[config.mk]
export PLATFORM = sky130hd
export DESIGN_NAME = pcs_sequencer
export DESIGN_NICKNAME = d
export VERILOG_FILES = /design/src/verilog/pcs_pkg.sv /design/src/verilog/pcs_stack.sv /design/src/verilog/pcs_sequencer.sv
export SDC_FILE = /design/constraint.sdc
export NUM_CORES = 1
export LEC_CHECK = 0
export ABC_AREA = 1
export BUFFER_PORTS_ARGS = -buffer_cell sky130_fd_sc_hd__clkbuf_2
export CORE_MARGIN = 10
export CORE_UTILIZATION = 38
export DETAILED_ROUTE_END_ITERATION = 12
export GPL_ROUTABILITY_DRIVEN = 0
export PLACE_DENSITY = 0.6
export SLEW_MARGIN = 20
export SYNTH_ARGS = -nofsm -noshare
export SYNTH_HDL_FRONTEND = slang
export SYNTH_HIERARCHICAL = 1
export SYNTH_SLANG_ARGS = --single-unit
[constraint.sdc]
create_clock -name core_clk_in -period 2.6 [get_ports core_clk_in]
set_input_delay 0.26 -clock core_clk_in [delete_from_list [all_inputs] [get_ports core_clk_in]]
set_output_delay 0.26 -clock core_clk_in [all_outputs]
set_load 0.01 [all_outputs]
[src/verilog/pcs_pkg.sv]
package pcs_pkg;

    localparam int PC_W = 10;
    localparam int INSTR_W = 14;
    localparam int STACK_DEPTH = 6;
    localparam logic [9:0] RESET_VECTOR = 10'h3FF;
    localparam logic [9:0] IRQ_VECTOR = 10'h3FE;
    localparam logic [2:0] DIV4_LAST = 3'h3;
    localparam logic [2:0] DIV2_LAST = 3'h1;
    localparam logic [2:0] STACK_LAST = 3'h5;

    // Flow-control operations decoded by the core
    typedef enum logic [3:0] {
        PCS_OP_NEXT = 4'h0,
        PCS_OP_GOTO = 4'h1,
        PCS_OP_CALL = 4'h2,
        PCS_OP_RET = 4'h3,
        PCS_OP_SKIP = 4'h4,
        PCS_OP_PCWR = 4'h5
    } pcs_op_t;

    typedef struct packed {
        pcs_op_t op;
        logic [9:0] target;
        logic [7:0] pcl_wdata;
    } pcs_cmd_t;

    typedef struct packed {
        logic [9:0] addr;
        logic fetch;
    } pcs_fetch_t;

endpackage : pcs_pkg

[src/verilog/pcs_stack.sv]
`timescale 1ns/1ps
// Six-entry return stack; overflow wraps and overwrites oldest slot
module pcs_stack (
    input wire logic core_clk_in,
    input wire logic rst_n_in,
    input wire logic clear_in,
    input wire logic push_in,
    input wire logic pop_in,
    input wire logic [9:0] push_addr_in,
    output logic [9:0] top_out,
    output logic [2:0] depth_out
);

    logic [9:0] mem_q [pcs_pkg::STACK_DEPTH];
    logic [2:0] ptr_q;
    logic [2:0] depth_q;
    logic [2:0] ptr_inc;
    logic [2:0] ptr_dec;

    assign ptr_inc = (ptr_q == pcs_pkg::STACK_LAST) ? 3'h0 : ptr_q + 3'h1;
    assign ptr_dec = (ptr_q == 3'h0) ? pcs_pkg::STACK_LAST : ptr_q - 3'h1;
    assign top_out = mem_q[ptr_dec];
    assign depth_out = depth_q;

    always_ff @(posedge core_clk_in or negedge rst_n_in) begin
        if (!rst_n_in) begin
            ptr_q <= 3'h0;
            depth_q <= 3'h0;
        end else if (clear_in) begin
            // Pin reset empties the stack; slots keep their contents, so a return on an empty stack reads a stale slot
            ptr_q <= 3'h0;
            depth_q <= 3'h0;
        end else if (push_in) begin // RULE6
            ptr_q <= ptr_inc;
            if (depth_q != pcs_pkg::STACK_LAST + 3'h1) begin
                depth_q <= depth_q + 3'h1;
            end
        end else if (pop_in) begin
            ptr_q <= ptr_dec;
            if (depth_q != 3'h0) begin
                depth_q <= depth_q - 3'h1;
            end
        end
    end

    genvar g;
    generate
        for (g = 0; g < pcs_pkg::STACK_DEPTH; g++) begin : g_slot
            always_ff @(posedge core_clk_in or negedge rst_n_in) begin
                if (!rst_n_in) begin
                    mem_q[g] <= 10'h000;
                end else if (push_in && ptr_q == 3'(g)) begin
                    mem_q[g] <= push_addr_in;
                end
            end
        end
    endgenerate

endmodule : pcs_stack

[src/verilog/pcs_sequencer.sv]
`timescale 1ns/1ps
// What this block does
// (RULE1) 10-bit PC addresses 1K x 14 memory
// (RULE2) Reset loads PC with 3FFh
// (RULE3) Taken interrupt loads PC with 3FEh
// (RULE4) CALL and GOTO reach every address
// (RULE5) One cycle, two for flow changes
// (RULE6) Six-entry hardware return stack
// (RULE7) Instruction cycle is oscillator over four or two
// (RULE8) Low external reset restarts the device
// (RULE9) PC low byte readable and writable register
// (RULE10) Call or interrupt pushes, return pops
// (RULE11) Sequential fetch increments PC, wrapping
module pcs_sequencer (
    input wire logic core_clk_in,
    input wire logic rst_n_in,
    input wire logic external_reset_n_in,
    input wire logic div2_sel_in,
    input wire pcs_pkg::pcs_cmd_t cmd_in,
    input wire logic irq_in,
    input wire logic [13:0] instr_in,
    output logic [9:0] pm_addr_out,
    output logic pm_fetch_out,
    output logic [13:0] instr_out,
    output logic instr_valid_out,
    output logic cycle_strobe_out,
    output logic irq_taken_out,
    output logic [7:0] pcl_out,
    output logic [2:0] stack_depth_out
);

    typedef enum logic [1:0] {
        PCS_ST_EXEC = 2'b01,
        PCS_ST_FLUSH = 2'b10
    } pcs_state_t;

    pcs_state_t state_q;
    pcs_state_t state_d;
    logic rst_meta_q;
    logic rst_sync_q;
    logic div_sel_meta_q;
    logic div_sel_q;
    logic [2:0] phase_q;
    logic [9:0] pc_q;
    logic [9:0] pc_d;
    logic [13:0] instr_q;
    logic valid_q;
    logic strobe_q;
    logic irq_taken_q;
    logic fetch_q;
    logic [7:0] pcl_q;
    logic [2:0] depth_q;
    logic [9:0] stack_top;
    logic [2:0] stack_depth;

    wire cycle_end = (phase_q == (div_sel_q ? pcs_pkg::DIV2_LAST : pcs_pkg::DIV4_LAST));
    wire in_exec = (state_q == PCS_ST_EXEC);
    wire irq_take = cycle_end && in_exec && irq_in;
    wire [9:0] pc_inc = pc_q + 10'h001; // RULE11
    // PC already points one past the word being executed
    wire [9:0] pc_dec = pc_q - 10'h001;
    wire stack_clear = !rst_sync_q;
    wire is_flow = (cmd_in.op == pcs_pkg::PCS_OP_GOTO) || (cmd_in.op == pcs_pkg::PCS_OP_CALL)
        || (cmd_in.op == pcs_pkg::PCS_OP_RET) || (cmd_in.op == pcs_pkg::PCS_OP_SKIP)
        || (cmd_in.op == pcs_pkg::PCS_OP_PCWR);
    wire exec_step = cycle_end && in_exec && !irq_in;
    wire do_push = irq_take
        || (exec_step && cmd_in.op == pcs_pkg::PCS_OP_CALL); // RULE10
    wire do_pop = exec_step && cmd_in.op == pcs_pkg::PCS_OP_RET; // RULE10
    // Interrupt preempts the latched word, so the return must re-run it
    wire [9:0] push_addr = irq_take ? pc_dec : pc_q; // RULE10

    function automatic logic [9:0] next_pc(
        input pcs_pkg::pcs_op_t op,
        input logic [9:0] pc,
        input logic [9:0] inc,
        input logic [9:0] target,
        input logic [9:0] top,
        input logic [7:0] low
    );
        case (op)
            pcs_pkg::PCS_OP_GOTO: next_pc = target; // RULE4
            pcs_pkg::PCS_OP_CALL: next_pc = target; // RULE4
            pcs_pkg::PCS_OP_RET: next_pc = top;
            // Flush cycle discards the prefetched word, which is the skip
            pcs_pkg::PCS_OP_SKIP: next_pc = inc;
            pcs_pkg::PCS_OP_PCWR: next_pc = {pc[9:8], low}; // RULE9
            default: next_pc = inc;
        endcase
    endfunction : next_pc

    // Flow changes spend a second cycle discarding the prefetched word
    always_comb begin
        state_d = state_q;
        pc_d = pc_q;
        case (state_q)
            PCS_ST_EXEC: begin
                if (irq_take) begin
                    pc_d = pcs_pkg::IRQ_VECTOR; // RULE3
                    state_d = PCS_ST_FLUSH;
                end else if (cycle_end) begin
                    pc_d = next_pc(cmd_in.op, pc_q, pc_inc, cmd_in.target, stack_top,
                        cmd_in.pcl_wdata);
                    state_d = is_flow ? PCS_ST_FLUSH : PCS_ST_EXEC; // RULE5
                end
            end
            PCS_ST_FLUSH: begin
                if (cycle_end) begin
                    pc_d = pc_inc;
                    state_d = PCS_ST_EXEC;
                end
            end
            default: begin
                state_d = PCS_ST_EXEC;
            end
        endcase
    end

    pcs_stack u_stack (
        .core_clk_in(core_clk_in),
        .rst_n_in(rst_n_in),
        .clear_in(stack_clear), // RULE8
        .push_in(do_push),
        .pop_in(do_pop),
        .push_addr_in(push_addr),
        .top_out(stack_top),
        .depth_out(stack_depth)
    );

    // Pin reset and option strap are asynchronous to the core clock
    always_ff @(posedge core_clk_in or negedge rst_n_in) begin
        if (!rst_n_in) begin
            rst_meta_q <= 1'b0;
            rst_sync_q <= 1'b0;
            div_sel_meta_q <= 1'b0;
            div_sel_q <= 1'b0;
        end else begin
            rst_meta_q <= external_reset_n_in;
            rst_sync_q <= rst_meta_q;
            div_sel_meta_q <= div2_sel_in;
            div_sel_q <= div_sel_meta_q;
        end
    end

    always_ff @(posedge core_clk_in or negedge rst_n_in) begin
        if (!rst_n_in) begin
            phase_q <= 3'h0;
        end else if (!rst_sync_q || cycle_end) begin // RULE7
            phase_q <= 3'h0;
        end else begin
            phase_q <= phase_q + 3'h1;
        end
    end

    // Pin reset is held synchronous so the stack keeps its clock domain simple
    always_ff @(posedge core_clk_in or negedge rst_n_in) begin
        if (!rst_n_in) begin
            pc_q <= pcs_pkg::RESET_VECTOR; // RULE2
            state_q <= PCS_ST_FLUSH;
        end else if (!rst_sync_q) begin
            pc_q <= pcs_pkg::RESET_VECTOR; // RULE8
            state_q <= PCS_ST_FLUSH;
        end else begin
            pc_q <= pc_d; // RULE1
            state_q <= state_d;
        end
    end

    always_ff @(posedge core_clk_in or negedge rst_n_in) begin
        if (!rst_n_in) begin
            instr_q <= 14'h0000;
            valid_q <= 1'b0;
            strobe_q <= 1'b0;
            irq_taken_q <= 1'b0;
            fetch_q <= 1'b0;
            pcl_q <= 8'h00;
            depth_q <= 3'h0;
        end else begin
            strobe_q <= cycle_end && rst_sync_q;
            fetch_q <= rst_sync_q && (phase_q == 3'h0);
            irq_taken_q <= irq_take && rst_sync_q;
            if (!rst_sync_q) begin
                instr_q <= 14'h0000; // RULE8
                valid_q <= 1'b0;
            end else if (cycle_end) begin
                instr_q <= instr_in;
                // Word latched now runs next cycle, so judge by the next state
                valid_q <= (state_d == PCS_ST_EXEC); // RULE5
            end
            pcl_q <= pc_q[7:0]; // RULE9
            depth_q <= stack_depth;
        end
    end

    assign pm_addr_out = pc_q;
    assign pm_fetch_out = fetch_q;
    assign instr_out = instr_q;
    assign instr_valid_out = valid_q;
    assign cycle_strobe_out = strobe_q;
    assign irq_taken_out = irq_taken_q;
    assign pcl_out = pcl_q;
    assign stack_depth_out = depth_q;

endmodule : pcs_sequencer

==> results.ini, run 1 <==
[outcome]
status = finished clean

[place]
dp_slack_ns = 0.352
io_buffers = 79
place_inst = 984
placed_area_um2 = 6450
dpl.hpwl_mm = 11.0

[grt]
grt_util_met3_pct = 3.44
grt-busiest-layer = met2
grt_pass1_vias = 4974
grt_pass1_wl_mm = 25.3
overflow = 0
antenna_found_initial = 0
grt_use_total_pct = 15.4
use_met2_pct = 24.2
grt_max_degree = 43
grt_util_met1_pct = 20.4

[cts]
cts_tree = yes
clock_path_buffers = 2
cts_root_buf = clkbuf_16
clk_pin_slew_ns = 0.06
htreeDepth = 4
numCtsBuffers = 17
cts_resized = 0
clk_latency_ns = 0.42
cts.sink_count = 114

[floorplan]
initial_core_util_pct = 38.7
core-area_um2 = 15100
die_area_um2 = 20800
ioPinCount = 80
die_w_um = 144
die-height_um = 144
rows = 45

[pwr]
power.density_nw_per_um2 = 826
p_leak_nw = 3.58
totalPowerFinal_mw = 5.82
ir_worst_vdd_v = 0.000478

[synth]
avgSynthCellArea_um2 = 8.00
yosysTopAreaCell = dfrtp_1
synth_ff_type = dfrtp_1
netlist_top_cells_area = dfrtp_1 44%, nand2_1 16%, o21ai_0 5.6%
synth_top_cell_area_share_pct = 44.0
syn-cell-area_um2 = 5860
ys_ff_latch = 114
netlist_instances = 733
synth_edf_count = 0
synth_most_common_cell = nand2_1
yosysWarnings = 6
synth_common_cells = 249 x nand2_1, 103 x dfrtp_1, 66 x o21ai_0
ys_seq_area_share_pct = 48.9
syn_nets = 782
async_flop_share_pct = 100
synth_cell_types = 39

[sta]
finalMaxSlewViolations = 0
setup_viol = 0
fin_worst_skew_ns = 0.00959
hold_ws_ns = 0.0648
setup_slack_ns = 0.348
relSlewSlack_pct = 55.4
tightest_slew_ns = 0.668
period_needed_ns = 2.25
rsz0062_at_grt = false
fin_crit_sh_pct = 86.6
tns_ns = 0
max_clock_freq_mhz = 444
final_hold_viol_count = 0

[worst_setup_path]
r2r_start = state_q[1]
cp_max_fo = 20
r2r-end = u_stack/mem_q[58]
crit_start = state_q[1]
required_ns = 2.87
rr_worst_depth = 9
critPathLaunchType = flip-flop
arrival_ns = 2.52
r2r_slack_ns = 0.35
path_class = reg -> reg
worst_setup_path_end_kind = flip-flop

[drt]
route.detailed.drc = 0
initialDrtViolationCount = 290
vias = 4965
drtAntennaViolNets = 0
wl_per_cell_um = 14.9
wl_mm = 15.1
drt_pre_antenna_iters = 5
viasPerCell = 4.87

[job]
drv_cap = 0

[hold_path]
hold_depth = 2
min_to = instr_out[11]
hold_start = instr_in[11]
hold_class = in -> reg

[layout]
post-route-util_pct = 46.5
area_growth_pct = 20.0
layout.cells.non_filler = 1019
final_layout_size_suffix_gt1_share_pct = 20.3
multi_input_area_um2 = 2590
postLayoutCellArea_um2 = 7040
regArea_um2 = 2870
nFillCells = 1483
layout.nets = 867
diodes = 0

area by class of cell:
type                            instances  share of cell area (%)
Inverter                               67                    3.57
Timing Repair Buffer                   93                    7.61
Tap cell                              188                    3.34
Multi-Input combinational cell        525                    36.8
Sequential cell                       114                    40.7
Clock buffer                           18                    6.10
Clock inverter                         14                    1.88
timing repair:
item	in CTS	in global routing
setup buffers	0	0
hold buffers	3	0
endpoints found under the hold margin	36	0
cells by family after synthesis:
kind of cell               Yosys count  synth area share, %
AOI/OAI and AO/OA                  117                 12.0
xor gates and xnor gates            15                 2.24
adders and majority gates            8                 1.83
buffers and inverters               94                 6.98
DFF                                114                 48.9
and+or+nand+nor                    385                 28.1
sequential cells by signal, indices dropped and copies added, names as in the netlist:
signal	cells
u_stack/mem_q	60
instr_out	14
pm_addr_out	10
pcl_out	8
phase_q	3
stack_depth_out	3
u_stack/depth_out	3
u_stack/ptr_q	3
state_q	2
cycle_strobe_out	1
div_sel_meta_q	1
div_sel_q	1
instr_valid_out	1
irq_taken_out	1
pm_fetch_out	1
rst_meta_q	1
rst_sync_q	1
cells in the final DEF, fill, tap and decap left out, types with 3 or more instances in the layout:
cell / synthesis / routed
o21ai_0: 66 / 66
dfstp_2: 11 / 11
dfrtp_1: 103 / 103
nand4_1: 13 / 13
a21boi_0: 4 / 4
nand2_2: 7 / 7
nor2_1: 63 / 63
xor2_1: 14 / 14
ha_1: 7 / 7
nand2_1: 249 / 249
inv_2: 8 / 8
nor3_1: 4 / 4
clkbuf_2: 1 / 78
a22o_1: 14 / 14
clkbuf_16: 0 / 17
nor3_2: 3 / 3
buf_4: 5 / 10
clkinv_4: 0 / 4
clkinvlp_4: 0 / 6
a31oi_1: 3 / 3
nand3_1: 30 / 30
nor2_2: 5 / 5
inv_1: 57 / 57
nor2_4: 4 / 4
o21ai_4: 3 / 3
dlygate4sd3_1: 0 / 3
a21oi_1: 9 / 9
o21ai_1: 15 / 15
critical path, cell delays in order, from the launching register on:
cell and delay, ns:
dfstp_2 0.37, inv_1 0.06, ha_1 0.29, nand3_2 0.15, a21oi_1 0.23, inv_1 0.14, nor2_1 0.19, nand2_1 0.38
nand2_1 0.18, o21ai_0 0.11
per-layer routing:
metal	vias up	share of wire, %
met1	2314	47
met2	124	47
met3	14	4.5
met5	-	0
met4	0	1.5
li1	2513	-
how the worst max path moves through the flow:
stage	end	slack (ns)	cells after the start
3_3_place_gp	u_stack/mem_q[42]	0.41	8
4_1_cts	u_stack/mem_q[58]	0.33	9
2_1_floorplan	u_stack/mem_q[34]	0.71	11
5_1_grt	u_stack/mem_q[59]	0.11	8
3_5_place_dp	u_stack/mem_q[49]	0.35	8
6_report	u_stack/mem_q[58]	0.35	9
report_power, final:
part           switching, mW  leakage (nW)  internal, mW
Combinational          0.834          1.86         0.478
Clock                  0.887         0.255          1.32
Sequential             0.221          1.47          2.08
Power figures use the tool's default switching activity.
==> inputs of run 2 (changes only) <==
Settings changed: PLACE_DENSITY 0.6 to 0.62.
Clock period 2.6 ns to 1.98 ns, I/O delays scaled along.
==> results.ini, run 2 (synthesized netlist as in run 1, its figures left out) <==
[drt]
drt_pre_antenna_iters = 5  ; unchanged
vias = 5130  ; +3.3%
viasPerCell = 4.90  ; +0.46%
drtAntennaViolNets = 0  ; unchanged
route.detailed.drc = 0  ; unchanged
initialDrtViolationCount = 363  ; +25%
wl_mm = 15.2  ; +0.73%
wl_per_cell_um = 14.5  ; -2.1%

[sta]
relSlewSlack_pct = 56.2  ; +0.84 points
finalMaxSlewViolations = 0  ; unchanged
fin_crit_sh_pct = 93.8  ; +7.2 points
tightest_slew_ns = 0.656  ; -0.0118 ns
period_needed_ns = 1.86  ; -0.395 ns
fin_worst_skew_ns = 0.0181  ; +0.00856 ns
setup_slack_ns = 0.123  ; -0.225 ns
max_clock_freq_mhz = 538  ; +21%
tns_ns = 0  ; unchanged
setup_viol = 0  ; unchanged
final_hold_viol_count = 0  ; unchanged
hold_ws_ns = 0.0162  ; -0.0486 ns

[layout]
postLayoutCellArea_um2 = 7410  ; +5.3%
final_layout_size_suffix_gt1_share_pct = 23.3  ; +2.9 points
area_growth_pct = 26.3
post-route-util_pct = 48.9  ; +2.4 points
layout_common_cells = 248 x nand2_1, 102 x dfrtp_1, 78 x clkbuf_2, 60 x nor2_1, 59 x o21ai_0
multi_input_area_um2 = 2630  ; +1.6%
diodes = 0  ; unchanged
regArea_um2 = 2870  ; about the same
layout.nets = 896  ; +3.3%
top_register = u_stack/mem_q
largest_reg_flops = 60  ; unchanged
nFillCells = 1440  ; -2.9%
final_common_cell = nand2_1

[floorplan]
core-area_um2 = 15100  ; unchanged
die-height_um = 144  ; unchanged
ioPinCount = 80  ; unchanged
rows = 45  ; unchanged
initial_core_util_pct = 38.7  ; unchanged
die_w_um = 144  ; unchanged
die_area_um2 = 20800  ; unchanged

[cts]
cts_tree = yes
cts.sink_count = 114  ; unchanged
clk_pin_slew_ns = 0.05  ; about the same
cts_root_buf = clkbuf_16
clock_path_buffers = 2  ; unchanged
clk_latency_ns = 0.42  ; about the same
htreeDepth = 4  ; unchanged
numCtsBuffers = 17  ; unchanged

[place]
dp_slack_ns = 0.0530  ; -0.299 ns
io_buffers = 79  ; unchanged
placed_area_um2 = 6570  ; +1.9%
dpl.hpwl_mm = 10.7  ; -3.1%

[worst_setup_path]
worst_path_largest_cell_delay_ns = 0.53  ; +0.15 ns
crit_buf_inv = 3  ; +1
path_delay_family = adder cells
crit_top_cell = nand2_1
path_class = reg -> reg
arrival_ns = 2.16  ; -0.36 ns
critPathLaunchType = flip-flop
required_ns = 2.28  ; -0.59 ns
cpMaxStageDelayCell = dfstp_2
path_cells = inv_1, ha_1, nand3_2, a21oi_2, buf_4, fa_2, inv_1, nand2_1, nand2_1, nor2_1, nand2_1, nand2_1
worst_setup_path_end_kind = flip-flop
cp_max_fo = 5  ; -75%

[grt]
grt_max_degree = 115  ; +170%
antenna_found_initial = 0  ; unchanged
grt_use_total_pct = 15.1  ; -0.37 points
grt_pass1_vias = 4861  ; -2.3%
grt_pass1_wl_mm = 24.6  ; -2.8%
overflow = 0  ; unchanged

[job]
drv_cap = 0  ; unchanged

[pwr]
ir_worst_vdd_v = 0.000655  ; +37%
p_leak_nw = 3.77  ; +5.3%
power.density_nw_per_um2 = 1110  ; +34%

[outcome]
status = finished clean

[hold_path]
hold_class = in -> reg

==> run 2: cell count changes in the layout (fill, tap and decap cells not counted), sizes merged, moves of 4 or more <==
cell / delta
buf: +20
dlygate4sd3: +8
bufinv: +4
clkinvlp: -4
==> run 2: final timing paths <==
check	slack, ns	cells after the start	to	from
max	0.12	12	u_stack/depth_out[2]	state_q[1]
min	0.02	2	instr_out[9]	instr_in[9]
max reg2reg	0.12	12	u_stack/depth_out[2]	state_q[1]
min reg2reg	0.36	0	rst_sync_q	rst_meta_q
max in group asynchronous	1.07	3	u_stack/ptr_q[1]	rst_n_in
min in group asynchronous	0.37	3	u_stack/mem_q[41]	rst_n_in
==> run 2: metal layers <==
layer | routed length (um) | up-vias | track usage (%)
li1 | - | 2588 | -
met5 | 0 | - | 0
met4 | 209 | 0 | 5.53
met2 | 7440 | 130 | 24.0
met3 | 794 | 15 | 4.39
met1 | 6800 | 2397 | 19.0
==> run 2: area by class of cell <==
class / instances / area share, %
sequential: 114 / 38.7
tap: 188 / 3.17
clock inverter: 14 / 2.85
inverter: 67 / 3.39
timing repair buffer: 122 / 10.6
multi-input combinational: 525 / 35.5
clock buffer: 18 / 5.79
==> run 2: power by group <==
group,internal (mW),leakage (nW),switching [mW],total [mW]
logic,0.720,1.99,1.15,1.87
registers,2.73,1.47,0.286,3.02
clock network,2.23,0.310,1.09,3.31
==> run 2: worst register-to-register path, cell delays in order, from the launching register on <==
cell     delay [ns]
dfstp_2        0.53
inv_1          0.05
ha_1           0.19
nand3_2        0.09
a21oi_2        0.05
buf_4          0.17
fa_2           0.38
inv_1          0.06
nand2_1        0.05
nand2_1        0.05
nor2_1         0.03
nand2_1        0.06
nand2_1        0.04
==> run 2: repair_timing <==
action | in CTS | in global routing
setup endpoints to repair | 0 | 58
resized for setup | 0 | 22
hold buffers | 11 | 0
buffers inserted | 0 | 4
endpoints found under the hold margin | 113 | 0
==> run 2: metrics by stage <==
step           cells  power [mW]
2_1_floorplan    733        4.23
3_3_place_gp    1000        4.85
3_5_place_dp    1000        4.86
4_1_cts         1043        8.24
5_1_grt         1048        8.70
6_report        1048        8.20
